$ cat src/inc/obl_pkg.sv
// Package for the option byte configuration loader: flash layout, field positions, reset defaults.
// Assumes a byte-wide program flash read port and an APB slave for status only.
package obl_pkg;
	localparam int          FLASH_AW          = 16;
	localparam logic [15:0] OPT_ADDR_BYTE0    = 16'h0000;
	localparam logic [15:0] OPT_ADDR_BYTE1    = 16'h0001;
	localparam int          OPT_BYTE_COUNT    = 2;
	// Byte 0 fields
	localparam int          B0_OSC_HI         = 7;
	localparam int          B0_OSC_LO         = 6;
	localparam int          B0_WDT_ACTION     = 5;
	localparam int          B0_WDT_START      = 4;
	localparam int          B0_BROWNOUT_STOP  = 3;
	localparam int          B0_DEBUG_DIS_N    = 2;
	localparam int          B0_FLASH_WRITE    = 1;
	localparam int          B0_CODE_READ      = 0;
	// Byte 1 fields
	localparam int          B1_MOTOR_N        = 2;
	localparam int          B1_HIGH_OFF       = 1;
	localparam int          B1_LOW_OFF        = 0;
	// Erased flash reads all ones; this is also the value held before the first load
	localparam logic [7:0]  ERASED_BYTE       = 8'hff;
	// APB map (status only; configuration itself is not reachable)
	localparam logic [7:0]  REG_LOAD_STATUS   = 8'h00;
	localparam logic [7:0]  REG_LOAD_COUNT    = 8'h04;
	localparam int          STATUS_DONE_BIT   = 0;
	localparam int          STATUS_BUSY_BIT   = 1;
	localparam logic [31:0] APB_UNMAPPED_DATA = 32'h0000_0000;
	// Flash read latency in clock cycles
	localparam int          FLASH_READ_CYCLES = 2;

	typedef enum logic [1:0] {
		OBL_IDLE,
		OBL_ISSUE,
		OBL_WAIT,
		OBL_DONE
	} obl_state_t;
endpackage

$ cat src/inc/obl_flash_if.sv
// Interface carrying the byte read port between loader and flash reader.
// Assumes a single clock domain.
`timescale 1ns/10ps
interface obl_flash_if;
	logic        req;
	logic [15:0] addr;
	logic        ack;
	logic [7:0]  data;
	modport loader (output req, output addr, input ack, input data);
	modport reader (input req, input addr, output ack, output data);
endinterface

$ cat src/rtl/obl_flash_reader.sv
// Flash byte reader: turns a request into a timed read on the flash pins.
// Assumes flash data is valid a fixed number of cycles after the address.
`timescale 1ns/10ps
module obl_flash_reader
	import obl_pkg::*;
(
	input  wire logic                i_ref_clk,
	input  wire logic                i_rst,
	obl_flash_if.reader              fl,
	output      logic [FLASH_AW-1:0] o_flash_addr,
	output      logic                o_flash_rd,
	input  wire logic [7:0]          i_flash_data
);
	typedef struct packed {
		logic [1:0]  cnt;
		logic        busy;
		logic        ack;
		logic [7:0]  data;
		logic [15:0] addr;
	} obl_rd_t;

	obl_rd_t cur;
	obl_rd_t next_cur;

	always_comb begin
		next_cur = cur;
		next_cur.ack = 1'b0;
		if (!cur.busy && fl.req && !cur.ack) begin
			next_cur.busy = 1'b1;
			next_cur.addr = fl.addr;
			next_cur.cnt  = 2'(FLASH_READ_CYCLES - 1);
		end else if (cur.busy) begin
			if (cur.cnt == 2'h0) begin
				next_cur.busy = 1'b0;
				next_cur.ack  = 1'b1;
				next_cur.data = i_flash_data;
			end else begin
				next_cur.cnt = cur.cnt - 2'h1;
			end
		end
	end

	always_ff @(posedge i_ref_clk) begin
		if (i_rst) begin
			cur <= '0;
		end else begin
			cur <= next_cur;
		end
	end

	assign fl.ack       = cur.ack;
	assign fl.data      = cur.data;
	assign o_flash_addr = cur.addr;
	assign o_flash_rd   = cur.busy;
endmodule

$ cat src/rtl/obl_config_loader.sv
// Option byte configuration loader: reads option bytes from program flash at every reset
// and latches them into hidden configuration flops. Assumes flash and consumers share i_ref_clk.
//
// What this block does
// - New option values apply only after reset
// - Load option bytes on every reset kind
// - Hold reset until configuration fully loaded
// - Configuration registers invisible to software bus
// - Options come from program bytes 0..1
// - Byte0 bits 7:6 select oscillator mode
// - Byte0 bit5: watchdog interrupt or reset
// - Byte0 bit4: watchdog auto start or instruction
// - Byte0 bit3: brownout kept during stop
// - Byte0 bit2 low disables debug serial
// - Byte0 bit1 permits user flash writes
// - Byte0 bit0 permits code reads
// - Erased flash gives safe default settings
// - Byte1 bit2 low selects motor pins
// - Byte1 bit1 sets high-side off level
// - Byte1 bit0 sets low-side off level
//
// Our own choice: the APB interface to the registers.
`timescale 1ns/10ps
module obl_config_loader
	import obl_pkg::*;
(
	input  wire logic                i_ref_clk,
	input  wire logic                i_rst,
	input  wire logic                i_short_rst,
	input  wire logic                i_stop_recover,
	output      logic [FLASH_AW-1:0] o_flash_addr,
	output      logic                o_flash_rd,
	input  wire logic [7:0]          i_flash_data,
	output      logic                o_core_rst,
	output      logic [1:0]          o_oscillator_mode_select,
	output      logic                o_watchdog_timeout_action,
	output      logic                o_watchdog_start_policy,
	output      logic                o_brownout_keep_in_stop,
	output      logic                o_debug_serial_disable_n,
	output      logic                o_flash_write_permit,
	output      logic                o_code_read_permit,
	output      logic                o_motor_pins_select_n,
	output      logic                o_high_side_off_level,
	output      logic                o_low_side_off_level,
	input  wire logic                i_psel,
	input  wire logic                i_penable,
	input  wire logic                i_pwrite,
	input  wire logic [7:0]          i_paddr,
	input  wire logic [31:0]         i_pwdata,
	output      logic [31:0]         o_prdata,
	output      logic                o_pready,
	output      logic                o_pslverr
);
	typedef struct packed {
		obl_state_t  state;
		logic        idx;
		logic        req;
		logic [7:0]  opt0;
		logic [7:0]  opt1;
		logic        core_rst;
		logic        done;
		logic [15:0] loads;
		logic [31:0] prdata;
		logic        pready;
		logic        pslverr;
	} obl_state_reg_t;

	obl_state_reg_t cur;
	obl_state_reg_t next_cur;
	obl_flash_if    fl ();

	function automatic logic [15:0] opt_addr(input logic idx);
		opt_addr = idx ? OPT_ADDR_BYTE1 : OPT_ADDR_BYTE0;
	endfunction

	obl_flash_reader u_reader (
		.i_ref_clk    (i_ref_clk),
		.i_rst        (i_rst),
		.fl           (fl),
		.o_flash_addr (o_flash_addr),
		.o_flash_rd   (o_flash_rd),
		.i_flash_data (i_flash_data)
	);

	assign fl.req  = cur.req;
	assign fl.addr = opt_addr(cur.idx);

	// Write data is ignored and every write gets pslverr: configuration is not writable
	logic unused_wdata;
	assign unused_wdata = ^i_pwdata;

	always_comb begin
		next_cur = cur;
		next_cur.pready  = 1'b0;
		next_cur.pslverr = 1'b0;
		// Short reset and stop recovery restart the load without clearing the latches
		// A restart during a read must not latch that read's late answer as byte 0,
		// so the restart parks in idle until the reader is quiet
		if (i_short_rst || i_stop_recover) begin
			next_cur.state    = OBL_IDLE;
			next_cur.idx      = 1'b0;
			next_cur.req      = 1'b0;
			next_cur.core_rst = 1'b1;
			next_cur.done     = 1'b0;
		end else begin
			case (cur.state)
				OBL_IDLE: begin
					if (!o_flash_rd && !fl.ack) begin
						next_cur.state = OBL_ISSUE;
						next_cur.req   = 1'b1;
					end
				end
				OBL_ISSUE: begin
					next_cur.req   = 1'b0;
					next_cur.state = OBL_WAIT;
				end
				OBL_WAIT: begin
					if (fl.ack) begin
						// Apart from i_rst, latches only change here, so flash writes later have no effect
						if (cur.idx) begin
							next_cur.opt1  = fl.data;
							next_cur.state = OBL_DONE;
						end else begin
							next_cur.opt0  = fl.data;
							next_cur.idx   = 1'b1;
							next_cur.req   = 1'b1;
							next_cur.state = OBL_ISSUE;
						end
					end
				end
				OBL_DONE: begin
					if (!cur.done) begin
						next_cur.done     = 1'b1;
						next_cur.core_rst = 1'b0;
						next_cur.loads    = cur.loads + 16'h0001;
					end
				end
				default: begin
					next_cur.state = OBL_IDLE;
				end
			endcase
		end
		// APB: status only; the option latches are never decoded here
		if (i_psel && i_penable && !cur.pready) begin
			next_cur.pready = 1'b1;
			next_cur.prdata = APB_UNMAPPED_DATA;
			if (i_pwrite) begin
				next_cur.pslverr = 1'b1;
			end else begin
				case (i_paddr)
					REG_LOAD_STATUS: begin
						next_cur.prdata[STATUS_DONE_BIT] = cur.done;
						next_cur.prdata[STATUS_BUSY_BIT] = cur.core_rst;
					end
					REG_LOAD_COUNT: begin
						next_cur.prdata[15:0] = cur.loads;
					end
					default: begin
						next_cur.pslverr = 1'b1;
					end
				endcase
			end
		end
	end

	always_ff @(posedge i_ref_clk) begin
		if (i_rst) begin
			cur          <= '0;
			cur.state    <= OBL_IDLE;
			cur.opt0     <= ERASED_BYTE;
			cur.opt1     <= ERASED_BYTE;
			cur.core_rst <= 1'b1;
		end else begin
			cur <= next_cur;
		end
	end

	// Consumers see the latched bytes; byte1 reserved bits are left to the programmer
	assign o_core_rst                = cur.core_rst;
	assign o_oscillator_mode_select  = cur.opt0[B0_OSC_HI:B0_OSC_LO];
	assign o_watchdog_timeout_action = cur.opt0[B0_WDT_ACTION];
	assign o_watchdog_start_policy   = cur.opt0[B0_WDT_START];
	assign o_brownout_keep_in_stop   = cur.opt0[B0_BROWNOUT_STOP];
	assign o_debug_serial_disable_n  = cur.opt0[B0_DEBUG_DIS_N];
	assign o_flash_write_permit      = cur.opt0[B0_FLASH_WRITE];
	assign o_code_read_permit        = cur.opt0[B0_CODE_READ];
	assign o_motor_pins_select_n     = cur.opt1[B1_MOTOR_N];
	assign o_high_side_off_level     = cur.opt1[B1_HIGH_OFF];
	assign o_low_side_off_level      = cur.opt1[B1_LOW_OFF];
	assign o_prdata                  = cur.prdata;
	assign o_pready                  = cur.pready;
	assign o_pslverr                 = cur.pslverr;
endmodule

$ cat config.mk
export PLATFORM = sky130hd
export DESIGN_NAME = obl_config_loader
export DESIGN_NICKNAME = d
export VERILOG_FILES = /design/src/inc/obl_pkg.sv /design/src/inc/obl_flash_if.sv /design/src/rtl/obl_flash_reader.sv /design/src/rtl/obl_config_loader.sv
export SDC_FILE = /design/constraint.sdc
export NUM_CORES = 1
export LEC_CHECK = 0
export BUFFER_PORTS_ARGS = -buffer_cell sky130_fd_sc_hd__buf_2
export CAP_MARGIN = 20
export CORE_ASPECT_RATIO = 0.8
export CORE_MARGIN = 1.5
export CORE_UTILIZATION = 52
export CTS_CLUSTER_DIAMETER = 120
export CTS_CLUSTER_SIZE = 14
export DETAILED_ROUTE_END_ITERATION = 12
export PLACE_DENSITY = 0.88
export SLEW_MARGIN = 10
export SYNTH_ARGS = -nofsm -noshare
export SYNTH_HDL_FRONTEND = slang
export SYNTH_SLANG_ARGS = --single-unit
$ cat constraint.sdc
create_clock -name i_ref_clk -period 4.4 [get_ports i_ref_clk]
set_input_delay 0 -clock i_ref_clk [delete_from_list [all_inputs] [get_ports i_ref_clk]]
set_output_delay 0 -clock i_ref_clk [all_outputs]
set_load 0.05 [all_outputs]
Yosys cells after proc, flatten, opt, wreduce, memory -nomap -nowiden

Cells that the tools add are included.

Word-level logic and storage cells: 82
Register bits: 84
Output and inout bits: 63
Input bits: 55

Add/sub/neg operators: 2
Bitwise logic cells: 7
Equal/unequal tests: 8
Reduce and logical (&&, ||, !) cells: 29
Mux-type cells: 19

Operators with widths:

| cell                                                                   | count |
|---|---|
| 20-bit two-way mux                                                     | 1 |
| 16-bit by 1-bit adder with 16-bit output (second input constant)       | 1 |
| 16-bit two-way mux                                                     | 1 |
| 14-bit two-way mux                                                     | 1 |
| 4-bit AND reduction                                                    | 3 |
| 11-bit two-way mux                                                     | 1 |
| 10-bit two-way mux                                                     | 1 |
| 9-bit two-way mux                                                      | 1 |
| 3-bit AND reduction                                                    | 3 |
| 8-bit by 3-bit equality test with 1-bit output (second input constant) | 1 |
| 8-bit zero test                                                        | 1 |
| 2-bit two-way mux                                                      | 4 |
| 8-bit two-way mux                                                      | 1 |
| 2-bit AND reduction                                                    | 4 |
| 2-bit OR reduction                                                     | 4 |
| 1-bit NOT                                                              | 7 |
| 2-bit case mux with 3 select lines                                     | 1 |
| 1-bit logical AND                                                      | 5 |
| 1-bit two-way mux                                                      | 5 |
| 2-bit equality test (second input constant)                            | 2 |
| 2-bit zero test                                                        | 2 |
| 2-bit by 1-bit != test with 1-bit output (second input constant)       | 2 |
| 2-bit != test (second input constant)                                  | 2 |
| 2-bit case mux with 2 select lines                                     | 1 |
| other kinds (8)                                                        | 10 |

Depth between registers and ports, before layout

Gate-level depths: netlist of run 1.

Depth after elaboration: 5
Depth in mapped cells: 7
Depth with buffers taken out: 6

Hierarchy

Synthesis of run 1 repeated with hierarchy kept, for this count alone.

Cells, all modules: 418
Area total of the unflattened synthesis: 3818.7 um2

Modules (own cells, without submodules):

| module            | times used | cells an instance | sequential area each (um2) | area each (um2) |
|---|---|---|---|---|
| obl_config_loader | 1          | 268               | 1021.0                     | 2358.5 |
| obl_flash_reader  | 1          | 150               | 560.5                      | 1460.2 |

Worst setup path after synthesis of run 1

No wires, ideal clock.

Kind: reg-to-reg
Start: register cur[70] (netlist bit)
End: register cur[49] (netlist bit)
Path slack: 2441 ps
Arrival time: 1889 ps
Cell stages (with the launch flop): 6
Library setup time: 70 ps
Clock period less this slack: 1959 ps
Buffers on the path: 0
Data required time: 4330 ps
Cell sequence: dfxtp_1 ha_1 nor4b_4 nand4_4 or4_1 a21oi_1

Word-level cells in the longest chain between the ends: 2

RTL lines:

| element                       | line                     | source |
|---|---|---|
| from (decl)                   | obl_config_loader.sv:68  | `obl_state_reg_t cur;` |
| from (signal assigned)        | obl_config_loader.sv:174 | `cur <= next_cur;` |
| 2-bit equality test           | obl_config_loader.sv:106 | `case (cur.state)` |
| 3-bit AND reduction (no line) | n/a                      |  |

No other way between the ends.
A chain may end at the register's enable or synchronous reset.

Worst setup path after layout of run 1

Start: register cur[70] (netlist bit)
End: register cur[46] (netlist bit)

The elaborated chain is that of the path after synthesis.

==> impl_results.md, run 1 <==
* Run status: complete, no violations
* # H-tree levels at 3
* Logic gate share of total power at 8.6%
* Port-buffer cells at 54
* Synth Area in Compound Gates at 11.8%
* FFs w/ async S/R, synth at 0%
* Post-synthesis share of cell area spent on and, or, nand and nor gates at 22.3%
* Seq/Total Area, Yosys at 43.7%
* Met3 Usage GRT at 8.39%
* Y dimension of the die at 70.1 um
* Layout area overhead at 12.9%
* Maximum operating frequency at 438 MHz
* Ant diodes at 0
* Number of hold violations in the final report at 0
* Die Wd at 86.9 um
* Setup repair after global routing missed its margin: false
* Total of warnings raised by yosys at 0
* Drt wl/cell at 11.4 um
* Data arrival, critical path at 2.54 ns
* Violation count after the first detailed-route iteration at 76
* Clock period minus worst slack at 2.28 ns
* Area leader, netlist: sky130_fd_sc_hd__dfxtp_1
* Power density over the cells at 375 nW/um^2
* Vias in the first global route at 2,030
* GRT Max-Usage Layer: met2
* Most used DFF post-synth: sky130_fd_sc_hd__dfxtp_1
* TritonCTS Buffers at 9
* Synthesized cell area at 2930 um^2
* Total number of vias at 2,272
* Critical Setup Path Class: reg -> reg
* Type of the worst min-delay path: in -> reg
* Sum of routed wire length over all layers at 5.23 mm
* Final Max Tran Viols at 0
* Synth top area cells: sky130_fd_sc_hd__dfxtp_1, sky130_fd_sc_hd__buf_4, sky130_fd_sc_hd__nor2_1
* Aggregate global-route resource usage at 17.9%
* Power Internal at 0.924 mW
* Weighted congestion reported at the end of routability-driven placement at 0.743
* Clock latency reported for the late side of the worst-skew pair at 0.35 ns
* Number of setup violations in the final report at 0
* Vias per cell at 4.93
* Non-filler cells in the finished layout at 461
* Half-perimeter wire length after placement at 3.64 mm
* Number of hold buffers added after cts at 9
* Overall Power at 1.24 mW
* Dominant combinational cell family by area after synthesis: simple AND/OR/NAND/NOR gates
* Number of buffers between clock root and the deepest sink at 2
* Fraction of the core area covered by cells at the end of the flow at 60.9%
* GRT met1 Usage at 19.8%
* Maximum single-stage delay on the critical path at 0.58 ns
* Number of gates resized after cts at 0
* Boundary Pins at 118
* Global-route wire length before repair at 8.54 mm
* Slowest cell on the critical path: sky130_fd_sc_hd__nor4b_4
* Crit path cell chain: ha_1 > nor4b_4 > nand4_1 > or4_1 > a21oi_1
* Number of buffers added for setup after CTS at 0
* Mux share of post-synthesis cell area at 1.11%
* Maximum number of pins on one net before global-route repair at 59
* Number of distinct standard cells referenced by the synthesized netlist at 39
* Clock Skews at 0.0101 ns
* Total negative setup slack at 0 ns
* Transition time at the pin with the least slew margin at 0.950 ns
* Root Buffer Master: sky130_fd_sc_hd__clkbuf_8
* TritonCTS clock tree: yes
* Count of flip-flops with a built-in enable after synthesis at 0
* Number of rows in the core area at 24
* VDD IR-drop max at 0.201 mV
* Number of antenna violations at the first check in global routing at 0
* Area fraction of the dominant cell type after synthesis at 43.7%
* Sink count of the clock tree at 64
* Net switching fraction of the power at 25.6%
* Initial standard-cell utilization of the core at 53.9%
* Nets at 439
* Gate count of the mapped netlist at 334
* Leakage power summed over all cells at 1.35 nW
* Tcrit/Tclk final at 51.9%
* Relative contribution of the clock network to total power at 44.1%
* Largest fanout of any net on the critical path at 10
* Detailed-route DRC error count at 0
* P_sw at 0.318 mW
* Share of post-route cells with drive strength above 1 at 20.4%
* Register bit count reported by yosys at 64
* Category of the worst setup path capture point: register
* Reg power frac at 47.3%
* Placeable core area at 5440 um^2
* Post-synthesis share of cell area spent on xor and xnor gates at 2.69%
* Adder-cell area share of the yosys netlist at 2.56%
* CTS clk-pin slew, worst paths at 0.07 ns
* Normalized max-slew margin at 36.7%
* Area enclosed by the die boundary at 6100 um^2
* Required time at the worst-slack endpoint at 4.66 ns
* Cell with the most instances after synthesis: sky130_fd_sc_hd__dfxtp_1
* Maximum Capacitance Violations at 0
* Placed Cells at 434
* Average size of a mapped cell at 8.77 um^2
* Count of nets left with antenna violations after detail routing at 0
* Final-layout fill cell count at 482
* Overflow after GRT at 0
* Met2 Usage GRT at 29.7%
* Number of search-and-repair iterations in the first detailed-routing pass at 4
* Kind of start point of the critical path: register
* Commonest cells in the netlist: sky130_fd_sc_hd__dfxtp_1, sky130_fd_sc_hd__buf_4, sky130_fd_sc_hd__nor2_1, sky130_fd_sc_hd__nand2_1, sky130_fd_sc_hd__a21oi_1
[routing by layer]
layer | up-vias | part of all wire [%]
met1 | 1060 | 45
met4 | 0 | 1.3
met2 | 50 | 49
met5 | - | 0
li1 | 1153 | -
met3 | 9 | 5.0
[power by group through the flow]
stage / registers (mW) / logic, mW / clock network, mW
final: 0.587 / 0.107 / 0.547
after detailed placement: 0.600 / 0.100 / 0
after CTS: 0.587 / 0.107 / 0.560
after floorplan: 0.603 / 0.103 / 0
after global routing: 0.588 / 0.114 / 0.583
after global placement: 0.600 / 0.0993 / 0
[cells in the final DEF (no fill, tap or decap), drive strengths merged, types with 3 or more instances in the layout]
cell type / count
inv: 10
conb: 31
or4: 6
nor2: 38
clkinv: 5
buf: 55
ha: 6
nand4: 8
o31ai: 3
nand3: 13
xnor2: 3
or3: 5
a22oi: 16
a211o: 4
dfxtp: 64
xor2: 6
clkbuf: 10
a21oi: 21
dlygate4sd3: 9
o21ai: 5
nor3: 4
nand3b: 8
nand2: 31
[flip-flops by register name, indices dropped and copies added (netlist names), 2 cells and up]
name	count
cur	20
o_prdata	16
u_reader.fl.data	8
o_oscillator_mode_select	2
u_reader.cur	2
[through the flow]
stage / hold WS (ns) / setup slack (ns) / cell area, um^2
after global placement: 0.255 / 2.20 / 2990
final: 0.0180 / 2.12 / 3310
after global routing: 0.0177 / 1.93 / 3310
after floorplan: 0.147 / 2.44 / 3040
after detailed placement: 0.261 / 2.10 / 2990
after CTS: 0.000456 / 2.08 / 3300
[path summary, 6_finish.rpt]
kind	start	endpoint	slack [ns]	cells after the start
setup reg to reg	cur[70]$_SDFFE_PP0P_	cur[46]$_SDFFE_PP0P_	2.12	5
setup / recovery	cur[70]$_SDFFE_PP0P_	cur[46]$_SDFFE_PP0P_	2.12	5
hold / removal	i_paddr[0]	o_pslverr$_SDFF_PP0_	0.02	3
hold reg to reg	u_reader.fl.data[3]$_SDFFE_PP0P_	u_reader.fl.data[3]$_SDFFE_PP0P_	0.46	2
[worst max-delay path: cells and delay by family (launching register included)]
kind | cells | cell delay, ns
AO/OA/AOI/OAI | 1 | 0.18
adder cells (fa/ha/maj) | 1 | 0.27
AND/OR/NAND/NOR | 3 | 1.37
flip-flops | 1 | 0.38
[kinds of logic after synthesis]
kind of cell,count (synthesis)
AO/OA/AOI/OAI,54
XOR/XNOR,9
AND/OR/NAND/NOR,125
other,1
flip-flops,64
adder cells (fa/ha/maj),6
buffers and inverters,72
multiplexers,3
[cell type report]
class | count | area [um^2] | share of cell area (%)
clock buffer | 9 | 124 | 3.74
clock inverter | 7 | 96.3 | 2.91
inverter | 10 | 37.5 | 1.13
multi-input combinational | 228 | 1300 | 39.3
sequential | 64 | 1280 | 38.7
tap | 78 | 97.6 | 2.95
timing repair buffer | 65 | 370 | 11.2
(Power assumes the default switching activity.)
==> run 2: changes to the inputs <==
- CORE_UTILIZATION: 52 -> 48
- PLACE_DENSITY: 0.88 -> 0.82
- clock period: 4.4 -> 2.23 ns (I/O delays scaled with it)
==> impl_results.md, run 2 (synthesis gave the netlist of run 1 again) <==
* Run status: complete, no violations (unchanged)
* Flip-flop count of the largest register after layout at 20 (unchanged)
* Overflow after GRT at 0 (unchanged)
* Reg power frac at 47.3% (about the same)
* VDD IR-drop max at 0.678 mV (was 0.201 mV)
* Post-route cell area at 3340 um^2 (was 3310 um^2)
* Biggest register: cur (unchanged)
* Count of nets left with antenna violations after detail routing at 0 (unchanged)
* Number of search-and-repair iterations in the first detailed-routing pass at 4 (unchanged)
* Drt wl/cell at 12.0 um (was 11.4 um)
* Boundary Pins at 118 (unchanged)
* Data arrival, critical path at 2.25 ns (was 2.54 ns)
* Placed Cells at 443 (was 434)
* Total negative setup slack at 0 ns (unchanged)
* Startpoint of the most critical hold path: i_rst (was i_paddr[0])
* Number of hold violations in the final report at 0 (unchanged)
* Leakage power summed over all cells at 1.36 nW (was 1.35 nW)
* Maximum Capacitance Violations at 0 (unchanged)
* Met2 Usage GRT at 32.4% (was 29.7%)
* Sum of routed wire length over all layers at 5.60 mm (was 5.23 mm)
* Logic gate share of total power at 8.8% (was 8.6%)
* Maximum number of pins on one net before global-route repair at 24 (was 59)
* Highest-count cells in the layout ignoring fill and taps: sky130_fd_sc_hd__dfxtp_1, sky130_fd_sc_hd__buf_2, sky130_fd_sc_hd__nor2_1 (unchanged)
* Number of antenna violations at the first check in global routing at 0 (unchanged)
* Half-perimeter wire length after placement at 3.96 mm (was 3.64 mm)
* Met3 Usage GRT at 7.60% (was 8.39%)
* Nets at 442 (was 439)
* Tcrit/Tclk final at 89.4% (was 51.9%)
* Smallest hold slack at 0.0204 ns (was 0.0180 ns)
* Clock Skews at 0.00436 ns (was 0.0101 ns)
* GRT Max-Usage Layer: met2 (unchanged)
* GRT met1 Usage at 21.2% (was 19.8%)
* Leading cell type in the layout, fill and taps excluded: sky130_fd_sc_hd__dfxtp_1 (unchanged)
* Reg2reg path depth at 5 (unchanged)
* Number of buffers between clock root and the deepest sink at 2 (unchanged)
* Clock period minus worst slack at 1.99 ns (was 2.28 ns)
* Number of cells traversed by the worst hold path at 2 (was 3)
* Number of setup violations in the final report at 0 (unchanged)
* Area after DPL at 3040 um^2 (was 2990 um^2)
* End of the worst register-to-register path: cur[46]$_SDFFE_PP0P_ (unchanged)
* Net switching fraction of the power at 24.6% (was 25.6%)
* Maximum operating frequency at 502 MHz (was 438 MHz)
* Startpoint of the worst register-to-register path: cur[70]$_SDFFE_PP0P_ (unchanged)
* Weighted congestion reported at the end of routability-driven placement at 0.799 (was 0.743)
* Power Internal at 1.85 mW (was 0.924 mW)
* Number of buffers added for setup after CTS at 0 (unchanged)
* Non-filler cells in the finished layout at 467 (was 461)
* Sink of the worst hold path: o_prdata[0]$_SDFFE_PP0N_ (was o_pslverr$_SDFF_PP0_)
* Clock latency reported for the late side of the worst-skew pair at 0.33 ns (was 0.35 ns)
* DP Worst Slack at 0.262 ns (was 2.10 ns)
* Global-route wire length before repair at 9.60 mm (was 8.54 mm)
* P_sw at 0.602 mW (was 0.318 mW)
* Largest fanout of any net on the critical path at 5 (was 10)
* Fraction of the core area covered by cells at the end of the flow at 56.4% (was 60.9%)
* Die Wd at 90.3 um (was 86.9 um)
* Detailed-route DRC error count at 0 (unchanged)
* Port-buffer cells at 54 (unchanged)
* TritonCTS Buffers at 9 (unchanged)
* Ant diodes at 0 (unchanged)
* Y dimension of the die at 72.9 um (was 70.1 um)
* CTS clk-pin slew, worst paths at 0.06 ns (was 0.07 ns)
* Root Buffer Master: sky130_fd_sc_hd__clkbuf_8 (unchanged)
* Share of post-route cells with drive strength above 1 at 21.2% (was 20.4%)
* Relative contribution of the clock network to total power at 43.9% (was 44.1%)
* Layout area overhead at 13.9% (was 12.9%)
* Final Max Tran Viols at 0 (unchanged)
* Overall Power at 2.45 mW (was 1.24 mW)
* Area enclosed by the die boundary at 6580 um^2 (was 6100 um^2)
* Type of the worst min-delay path: in -> reg (unchanged)
* Setup repair after global routing missed its margin: false (unchanged)
* Vias in the first global route at 2,123 (was 2,030)
* Required time at the worst-slack endpoint at 2.49 ns (was 4.66 ns)
* Category of the worst setup path capture point: register (unchanged)
* Violation count after the first detailed-route iteration at 105 (was 76)
* Kind of start point of the critical path: register (unchanged)
* R2R setup slack at 0.24 ns (was 2.12 ns)
* Setup ws final at 0.237 ns (was 2.12 ns)
* Total number of vias at 2,313 (was 2,272)
* Number of rows in the core area at 25 (was 24)
* Initial standard-cell utilization of the core at 49.5% (was 53.9%)
* TritonCTS clock tree: yes (unchanged)
* Vias per cell at 4.95 (was 4.93)
* Aggregate global-route resource usage at 18.5% (was 17.9%)
* Sink count of the clock tree at 64 (unchanged)
* Placeable core area at 5910 um^2 (was 5440 um^2)
* Critical Setup Path Class: reg -> reg (unchanged)
* # H-tree levels at 3 (unchanged)
* Power density over the cells at 734 nW/um^2 (was 375 nW/um^2)
## run 2: cell count changes in the layout (fill, tap and decap cells not counted), sizes merged
cell and change:
buf +5, clkinv -2, clkinvlp +1, dlygate4sd3 -1
## run 2: per-layer routing
metal	wire (um)	vias to the layer above
met4	31	0
met1	2530	1090
li1	-	1166
met2	2800	53
met3	240	4
met5	0	-
## run 2: layout make-up
type                            count  area [um^2]
Fill cell                         545         2570
Tap cell                           81          101
Multi-Input combinational cell    228         1300
Sequential cell                    64         1280
Inverter                           10         37.5
Clock buffer                       10          138
Timing Repair Buffer               68          395
Clock inverter                      6         82.6
## run 2: repair_timing
item | 4_1_cts | 5_1_grt
gates resized for setup | 0 | 0
hold buffers | 8 | 0
endpoints found under the hold margin | 8 | 0
## run 2: worst max path at each step
| stage | startpoint | to | slack, ns | cells past startpoint |
|---|---|---|---|---|
| 6_report | cur[70]$_SDFFE_PP0P_ | cur[46]$_SDFFE_PP0P_ | 0.24 | 5 |
| 5_1_grt | cur[71]$_SDFFE_PP0P_ | cur[46]$_SDFFE_PP0P_ | 0.06 | 5 |
| 4_1_cts | cur[70]$_SDFFE_PP0P_ | cur[46]$_SDFFE_PP0P_ | 0.24 | 5 |
| 3_5_place_dp | cur[70]$_SDFFE_PP0P_ | cur[46]$_SDFFE_PP0P_ | 0.26 | 5 |
| 3_3_place_gp | cur[70]$_SDFFE_PP0P_ | cur[49]$_SDFFE_PP0P_ | 0.32 | 5 |
| 2_1_floorplan | cur[70]$_SDFFE_PP0P_ | cur[49]$_SDFFE_PP0P_ | 0.27 | 5 |
## run 2: power by group through the flow
| stage | clock, mW | combinational, mW | sequential [mW] |
|---|---|---|---|
| 3_3_place_gp | 0 | 0.201 | 1.18 |
| 3_5_place_dp | 0 | 0.204 | 1.19 |
| 2_1_floorplan | 0 | 0.203 | 1.19 |
| 6_report | 1.07 | 0.216 | 1.16 |
| 4_1_cts | 1.10 | 0.215 | 1.16 |
| 5_1_grt | 1.16 | 0.231 | 1.16 |
## run 2: worst max-delay path, cell delays in order (launching register included)
cell,delay [ns]
sky130_fd_sc_hd__dfxtp_1,0.38
sky130_fd_sc_hd__ha_1,0.27
sky130_fd_sc_hd__nor4b_4,0.38
sky130_fd_sc_hd__nand4_1,0.21
sky130_fd_sc_hd__or4_1,0.51
sky130_fd_sc_hd__a21oi_1,0.16
